**src/rtl/pobl_pkg.sv**
```systemverilog
`default_nettype none
package pobl_pkg;
  // Leading edge blanking time, nanoseconds
  localparam int LEB_TIME_NS   = 375;
  // Block clock period, nanoseconds
  localparam int CLK_PERIOD_NS = 5;
  // Blanking count, rounded up, at least one cycle
  localparam int LEB_CYCLES    = (LEB_TIME_NS + CLK_PERIOD_NS - 1) / CLK_PERIOD_NS;
  // Width of the blanking counter
  localparam int LEB_CNT_W     = 8;
  // Output variant selection
  localparam logic MODE_IN_PHASE    = 1'h0;
  localparam logic MODE_ALTERNATING = 1'h1;
  // Fault sequencing states, Gray coded along the usual path
  typedef enum logic [1:0] {
    POBL_RUN    = 2'h0,
    POBL_CHARGE = 2'h1,
    POBL_DRAIN  = 2'h3,
    POBL_WAIT   = 2'h2
  } pobl_fault_e;
endpackage : pobl_pkg
`default_nettype wire

```
**src/rtl/pobl_core.sv**
```systemverilog
// Operation
// - In-phase mode: both outputs pulse every period
// - Alternating mode: outputs take turns, half rate
// - Both outputs low during clock pulse
// - Pulse starts at clock pulse falling edge
// - First of three comparators ends pulse
// - PWM comparator trip ends the pulse
// - PWM comparator ignored during blanking interval
// - Current limit blanked, then ends pulse
// - Overcurrent never blanked, latches fault, outputs low
// - No output high during ramp fall
// - Fault clears after soft-start empty, sense low
// - Fault during soft-start waits for full charge
// - Lockout holds outputs low until supplies valid
`default_nettype none
module pobl_core
  import pobl_pkg::*;
#(
  parameter logic [LEB_CNT_W-1:0] BLANK_CYCLES = LEB_CNT_W'(LEB_CYCLES)
)(
  // Clock and reset
  input  wire logic clk,
  input  wire logic rst,
  // Configuration
  input  wire logic outputMode,
  // Oscillator timing
  input  wire logic clockPulse,
  // Comparator results
  input  wire logic pwmTrip,
  input  wire logic currentLimitTrip,
  input  wire logic overcurrentTrip,
  // Supervisor and soft-start status
  input  wire logic undervoltageLockout,
  input  wire logic softStartFull,
  input  wire logic softStartEmpty,
  // Gate drive outputs
  output logic      gateA,
  output logic      gateB,
  // Status
  output logic      faultLatched,
  output logic      softStartDischarge,
  output logic      softStartRestart
);

  ////////////////////////////////////////////////////////////////
  // State
  logic                 clockPulseDly;     // Previous clock pulse level
  logic                 steer;             // Alternating output pointer
  logic                 pulseOn;           // Pulse currently active
  logic [LEB_CNT_W-1:0] blankCnt;          // Remaining blanked cycles
  pobl_fault_e          faultState;        // Fault sequencer
  logic                 next_gateA;
  logic                 next_gateB;
  logic                 next_steer;
  logic                 next_pulseOn;
  logic [LEB_CNT_W-1:0] next_blankCnt;
  pobl_fault_e          next_faultState;
  logic                 next_restart;
  logic                 next_faultLatched;       // Latch state for the coming cycle
  logic                 next_softStartDischarge; // Discharge request for the coming cycle

  // Start strobe: falling edge of clock pulse
  logic pulseStart;
  logic blanked;
  logic inhibit;
  assign pulseStart = clockPulseDly && !clockPulse;
  assign blanked    = blankCnt != '0;
  // Anything that forbids a pulse right now
  assign inhibit    = undervoltageLockout || overcurrentTrip
                      || faultState != POBL_RUN;

  ////////////////////////////////////////////////////////////////
  // Pulse next-state logic
  always_comb
  begin
    next_pulseOn  = pulseOn;
    next_steer    = steer;
    next_blankCnt = blanked ? blankCnt - 1'h1 : blankCnt;
    if (inhibit || clockPulse)
    begin
      // Clock pulse is the dead time; fault and lockout kill at once
      next_pulseOn  = 1'h0;
      next_blankCnt = '0;
    end
    else if (pulseStart)
    begin
      // New cycle: start pulse, arm blanking, flip steering
      next_pulseOn  = 1'h1;
      next_blankCnt = BLANK_CYCLES;
      next_steer    = !steer;
    end
    else if (pulseOn && !blanked && (pwmTrip || currentLimitTrip))
    begin
      // PWM and current limit comparators only count once blanking is over
      next_pulseOn = 1'h0;
    end
    // Output steering per variant
    if (outputMode == MODE_ALTERNATING)
    begin
      next_gateA = next_pulseOn && next_steer;
      next_gateB = next_pulseOn && !next_steer;
    end
    else
    begin
      next_gateA = next_pulseOn;
      next_gateB = next_pulseOn;
    end
  end

  // Pulse registers
  always_ff @(posedge clk or posedge rst)
  begin
    if (rst)
    begin
      clockPulseDly <= 1'h1;
      steer         <= 1'h0;
      pulseOn       <= 1'h0;
      blankCnt      <= '0;
      gateA         <= 1'h0;
      gateB         <= 1'h0;
    end
    else
    begin
      clockPulseDly <= clockPulse;
      steer         <= next_steer;
      pulseOn       <= next_pulseOn;
      blankCnt      <= next_blankCnt;
      gateA         <= next_gateA;
      gateB         <= next_gateB;
    end
  end

  ////////////////////////////////////////////////////////////////
  // Fault sequencer next state
  always_comb
  begin
    next_faultState = faultState;
    next_restart    = 1'h0;
    case (faultState)
      POBL_RUN:
        // Overcurrent latches; wait for full charge if still ramping
        if (overcurrentTrip)
          next_faultState = softStartFull ? POBL_DRAIN : POBL_CHARGE;
      POBL_CHARGE:
        if (softStartFull)
          next_faultState = POBL_DRAIN;
      POBL_DRAIN:
        if (softStartEmpty)
          next_faultState = POBL_WAIT;
      POBL_WAIT:
        // Sense must fall below the overcurrent level before restart
        if (!overcurrentTrip)
        begin
          next_faultState = POBL_RUN;
          next_restart    = 1'h1;
        end
      default:
        next_faultState = POBL_RUN;
    endcase
    // Status flags are registered so the gate driver sees no decode glitches
    next_faultLatched       = next_faultState != POBL_RUN;
    next_softStartDischarge = next_faultState == POBL_DRAIN;
  end

  // Fault registers
  always_ff @(posedge clk or posedge rst)
  begin
    if (rst)
    begin
      faultState         <= POBL_RUN;
      softStartRestart   <= 1'h0;
      faultLatched       <= 1'h0;
      softStartDischarge <= 1'h0;
    end
    else
    begin
      faultState         <= next_faultState;
      softStartRestart   <= next_restart;
      faultLatched       <= next_faultLatched;
      softStartDischarge <= next_softStartDischarge;
    end
  end

  ////////////////////////////////////////////////////////////////
  // Checks
  dead_time_a: assert property (@(posedge clk) disable iff (rst)
    $past(clockPulse) |-> !gateA && !gateB)
    else $error("gate high during clock pulse");
  start_edge_a: assert property (@(posedge clk) disable iff (rst)
    $fell(clockPulse) && !inhibit |=> gateA || gateB)
    else $error("no pulse after clock fall");
  over_kill_a: assert property (@(posedge clk) disable iff (rst)
    overcurrentTrip |=> !gateA && !gateB && faultLatched)
    else $error("overcurrent did not kill outputs");
  blank_pwm_a: assert property (@(posedge clk) disable iff (rst)
    $fell(clockPulse) && !inhibit ##1 (!clockPulse && !inhibit)[*2] |-> pulseOn)
    else $error("pulse ended inside blanking");
  pwm_end_a: assert property (@(posedge clk) disable iff (rst)
    pulseOn && !blanked && pwmTrip && !pulseStart |=> !pulseOn)
    else $error("pwm trip ignored");
  alt_excl_a: assert property (@(posedge clk) disable iff (rst)
    outputMode == MODE_ALTERNATING |-> !(gateA && gateB))
    else $error("both gates high in alternating mode");
  lockout_low_a: assert property (@(posedge clk) disable iff (rst)
    undervoltageLockout |=> !gateA && !gateB)
    else $error("gate high under lockout");
  charge_first_a: assert property (@(posedge clk) disable iff (rst)
    faultState == POBL_CHARGE && !softStartFull |=> !softStartDischarge)
    else $error("discharge before full charge");
  restart_a: assert property (@(posedge clk) disable iff (rst)
    faultState == POBL_WAIT && !overcurrentTrip |=> softStartRestart && !faultLatched)
    else $error("fault not released");
  cov_pulse_c:   cover property (@(posedge clk) $rose(gateA));
  cov_fault_c:   cover property (@(posedge clk) $rose(faultLatched));
  in_phase_a: assert property (@(posedge clk) disable iff (rst)
    outputMode == MODE_IN_PHASE |-> gateA == gateB)
    else $error("gates differ in in-phase mode");
  cov_restart_c: cover property (@(posedge clk) softStartRestart);
  cov_alt_b_c:   cover property (@(posedge clk) $rose(gateB) && !gateA);

endmodule : pobl_core
`default_nettype wire

```
**config.mk**
```make
export PLATFORM = sky130hd
export DESIGN_NAME = pobl_core
export DESIGN_NICKNAME = d
export VERILOG_FILES = /design/src/rtl/pobl_pkg.sv /design/src/rtl/pobl_core.sv
export SDC_FILE = /design/constraint.sdc
export NUM_CORES = 1
export LEC_CHECK = 0
export ABC_AREA = 1
export BUFFER_PORTS_ARGS = -buffer_cell sky130_fd_sc_hd__buf_2
export CORE_MARGIN = 3
export CORE_UTILIZATION = 54
export DETAILED_ROUTE_END_ITERATION = 10
export PLACE_DENSITY = 0.77
export REMOVE_ABC_BUFFERS = 1
export SYNTH_ARGS = -nofsm -noshare
export SYNTH_HDL_FRONTEND = slang
export SYNTH_SLANG_ARGS = --single-unit
export TNS_END_PERCENT = 20
```
**constraint.sdc**
```tcl
create_clock -name clk -period 2.1 [get_ports clk]
set_clock_uncertainty 0.2 [all_clocks]
set_input_delay 0.21 -clock clk [delete_from_list [all_inputs] [get_ports clk]]
set_output_delay 0.21 -clock clk [all_outputs]
set_load 0.02 [all_outputs]
```
Word level (Yosys, flattened, before mapping)
Cells that the tools add are included.
{"block": "word_totals", "register_bits": 18, "output_inout_bits": 5, "elab_cells": 51}
{"block": "classes", "addsub": 1, "eq_ne": 4, "mux": 18, "reduce_logical": 18}
{"operator": "8-bit 2-to-1 mux", "n": 3}
{"operator": "2-bit 2-to-1 mux", "n": 5}
{"operator": "1-bit 2-to-1 mux", "n": 9}
{"operator": "2-bit case mux with 4 select lines", "n": 1}
{"operator": "8-bit nonzero test", "n": 1}
{"operator": "8-bit by 1-bit subtractor with 8-bit output, second input constant", "n": 1}
{"operator": "2-bit equality test, second input constant", "n": 3}
{"operator": "1-bit logical AND", "n": 5}
{"operator": "1-bit zero test", "n": 4}
{"operator": "1-bit logical OR", "n": 4}
{"operator": "2-bit nonzero test", "n": 2}
{"operator": "3-bit nonzero test", "n": 1}
{"operator": "2-bit by 1-bit equality test with 1-bit output, second input constant", "n": 1}
{"operator": "2-bit zero test", "n": 1}

Longest topological paths before layout
{"block": "depth", "depth_word": 9, "ltp_mapped": 9}

Worst setup path before layout
Ideal clock, no wire load.
{"block": "synth_timing", "path_type": "flip-flop to flip-flop", "start": "reg blankCnt[0]", "end": "reg blankCnt[3]", "arrival_time_ns": 1.178, "required_ns": 1.787, "setup_slack_ns": 0.609, "stages_incl_launch_ff": 10, "path_buffers": 0, "path_cell_list": "dfrtp_1 > inv_1 > ha_1 > nand2_1 > nor2_1 > nand2_4 > nor2_4 > nor2_2 > nand2_1 > inv_1"}
{"block": "synth_between", "elab_chain_len": 4}
{"item": "from (decl)", "line_no": "pobl_core.sv:50", "rtl": "logic [LEB_CNT_W-1:0] blankCnt;"}
{"item": "from (signal assigned)", "line_no": "pobl_core.sv:127", "rtl": "blankCnt <= next_blankCnt;"}
{"item": "8-bit by 1-bit subtractor with 8-bit output", "line_no": "pobl_core.sv:78", "rtl": "next_blankCnt = blanked ? blankCnt - 1'h1 : blankCnt;"}
{"item": "8-bit 2-to-1 mux", "line_no": "pobl_core.sv:78"}
{"item": "8-bit 2-to-1 mux", "line_no": "pobl_core.sv:85", "rtl": "else if (pulseStart)"}
{"item": "8-bit 2-to-1 mux", "line_no": "pobl_core.sv:79", "rtl": "if (inhibit || clockPulse)"}
Parallel ways exist; a longest one is shown, timed or not. The select of a mux whose other input is x is not followed.
A chain may end at the register's enable or synchronous reset.

Worst setup path in the final report
{"block": "layout_timing", "start": "reg blankCnt[0]", "end": "reg blankCnt[1]"}
The elaborated chain is that of the path after synthesis.

==> reports/qor.txt <==
# setup viols final: 0
number of nets with antenna violations after routing: 0
vias in the first global route: 681
overall power: 0.819 mW
Clk Latency, worst-skew pair: 0.30 ns
Die X: 47.7 microns
Yosys reg bits: 18
Layout area overhead: 17.7%
dpl hpwl: 1320 microns
starting density of the core: 59.5%
slowest cell on the critical path: dfrtp_1
CP startpoint kind: flop
crit path kind: reg2reg
average cell area after synthesis: 8.38 sq um
CP Capture Type: flop
hold slack: -0.00378 ns
GPL Wtd Cong: 0.856
1st-iter DRT viols: 21
Max Clk Rate: 0.606 GHz
Net Sw Frac: 31.6%
maxcap violations: 0
Fillers: 131
cts bufs inserted: 3
Reg clk slew, reported paths: 0.10 ns
final period utilization: 78.6%
layout cells sized above 1: 25.4%
Mapped Cells: 112
n_diodes: 0
DR vias: 763
failing checks: negative hold slack
Final Max Tran Viols: 0
CTS Sinks: 18
delay-heaviest family, CP: simple AND/OR/NAND/NOR gates
I/O pins: 15
leading cell type in the layout, fill and taps excluded: nand2_1
total grt overflow: 0
leakage power: 0.589 nW
CP Cell Sequence: inv_1, ha_1, nand2_1, nor2_1, nand2_4, nor3_4, o21ai_1
cell area after synthesis: 938 sq um
IO Port Bufs: 14
Flop pwr share: 49.3%
Worst EP required: 2.09 ns
storage element area: 452 sq um
RSZ-0062 raised after global routing: no
Final Hold Fails: 1
Tot GR Track Use: 18.8%
Worst Path Max Fanout: 5
die area: 0.00227 sq mm
wirelength, routed: 1830 microns
Sw Pwr: 0.259 mW
Die Ht: 47.7 microns
commonest cells after routing, fill and taps aside: 20 x nand2_1, 19 x inv_1, 17 x dfrtp_1
measured slew at the worst slew-check pin: 0.660 ns
area taken by multi-input logic gates: 408 sq um
DR WL/cell: 12.2 microns
register area share after synthesis: 48.1%
largest net degree at the start of global routing: 19
initial antenna violation count: 0
setup tns final: 0 ns
Hold Path Class: in2reg
Power Density: 741 mW/mm^2
Placed Cells: 142
vias per inst: 5.09
fin crit period: 1.65 ns
first-pass GRT wire length: 2860 microns
nets: 147
Crit path largest cell delay: 0.39 ns
Max VDD drop: 585 uV
Slew HR: 55.9%
status: complete, but fails checks
root buffer cell: clkbuf_4
core area: 0.00158 sq mm
CTS tree: done
synth unique cells: 20
final cell count without fillers: 150
DR pass1 iterations: 4
Int Pwr: 0.560 mW
YS warnings: 0
CTS resizes: 0
Clk pwr share: 26.4%
H-tree levels: 1
Max Buffers Root-to-Sink: 2
combinational share of power: 24.3%
Buf/Inv on CP: 1
Row Count: 14
Crit path arrival time: 1.64 ns
drt drc: 0
## final cells by class
class,instances,area share (%)
sequential,18,40.9
multi-input combinational,73,36.9
timing repair buffer,18,9.97
inverter,21,7.13
clock buffer,4,3.28
tap,16,1.81
## registers in the layout, summed over array words and instances (netlist names)
register	cells
gateB	1
pulseOn	1
blankCnt	8
gateA	1
faultLatched	1
softStartDischarge	1
faultState	2
clockPulseDly	1
softStartRestart	1
steer	1
## power groups by stage
stage	Clock (mW)	Combinational, mW	Sequential (mW)
2_1_floorplan	0	0.129	0.425
3_3_place_gp	0	0.190	0.409
3_5_place_dp	0	0.194	0.412
4_1_cts	0.219	0.200	0.405
5_1_grt	0.233	0.223	0.408
6_report	0.216	0.199	0.404
## synthesized netlist by cell type
master | count | area [sq um]
a21oi_1 | 6 | 30.0
dfrtp_1 | 17 | 425
dfstp_2 | 1 | 26.3
ha_1 | 2 | 25.0
inv_1 | 19 | 71.3
inv_2 | 2 | 7.51
nand2_1 | 20 | 75.1
nand2_2 | 2 | 12.5
nand2_4 | 2 | 22.5
nand3_1 | 7 | 35.0
nand3b_1 | 1 | 7.51
nand4_1 | 5 | 31.3
nor2_1 | 12 | 45.0
nor2_2 | 3 | 18.8
nor2_4 | 4 | 45.0
nor3_4 | 1 | 16.3
o21ai_0 | 4 | 20.0
o21ai_1 | 2 | 10.0
o21bai_1 | 1 | 7.51
or2_2 | 1 | 6.26
## routing by layer
| metal | vias to the layer above | GRT usage, % | wire [microns] |
|---|---|---|---|
| met5 | - | 0 | 0 |
| met4 | 0 | 9.68 | 40 |
| met3 | 5 | 3.38 | 56 |
| met2 | 14 | 31.4 | 885 |
| met1 | 349 | 22.9 | 846 |
| li1 | 395 | - | - |
## cell families after synthesis
family                     share of synthesized area, %
and+or+nand+nor                                    33.6
buffers and inverters                              8.40
DFF                                                48.1
AOI/OAI and AO/OA                                  7.20
adders and majority gates                          2.67
## through the flow
stage | setup slack [ns] | utilization, % | hold slack (ns) | instance area [sq um]
floorplan | 0.609 | - | -0.0522 | 938
global placement | 0.521 | 65.2 | 0.134 | 1030
detailed placement | 0.471 | 65.2 | 0.135 | 1030
CTS | 0.447 | 70.1 | 0.000593 | 1100
global route | 0.312 | 70.1 | 0.0391 | 1100
finish | 0.450 | 70.1 | -0.00378 | 1100
## tightest hold or removal path: stages
cell and delay, ns:
buf_2 0.07, inv_1 0.04, nor2_1 0.10, nor2_1 0.05
## timing repair
action,4_1_cts,5_1_grt
endpoints found under the hold margin,22,0
endpoints found under the setup margin,0,0
hold buffers,4,0
setup buffers,0,0
## path summary, 6_finish.rpt
| kind | start | end | depth (start not counted) | slack, ns |
|---|---|---|---|---|
| setup / recovery | blankCnt[0]$_DFFE_PP0P_ | blankCnt[1]$_DFFE_PP0P_ | 7 | 0.45 |
| hold / removal | outputMode | gateA$_DFF_PP0_ | 4 | -0.004 |
| setup reg to reg | blankCnt[0]$_DFFE_PP0P_ | blankCnt[1]$_DFFE_PP0P_ | 7 | 0.45 |
| hold reg to reg | blankCnt[0]$_DFFE_PP0P_ | blankCnt[0]$_DFFE_PP0P_ | 2 | 0.31 |
| max in group asynchronous | rst | blankCnt[1]$_DFFE_PP0P_ | 3 | 0.94 |
| min in group asynchronous | rst | blankCnt[4]$_DFFE_PP0P_ | 3 | 0.34 |
Power figures use the tool's default switching activity.
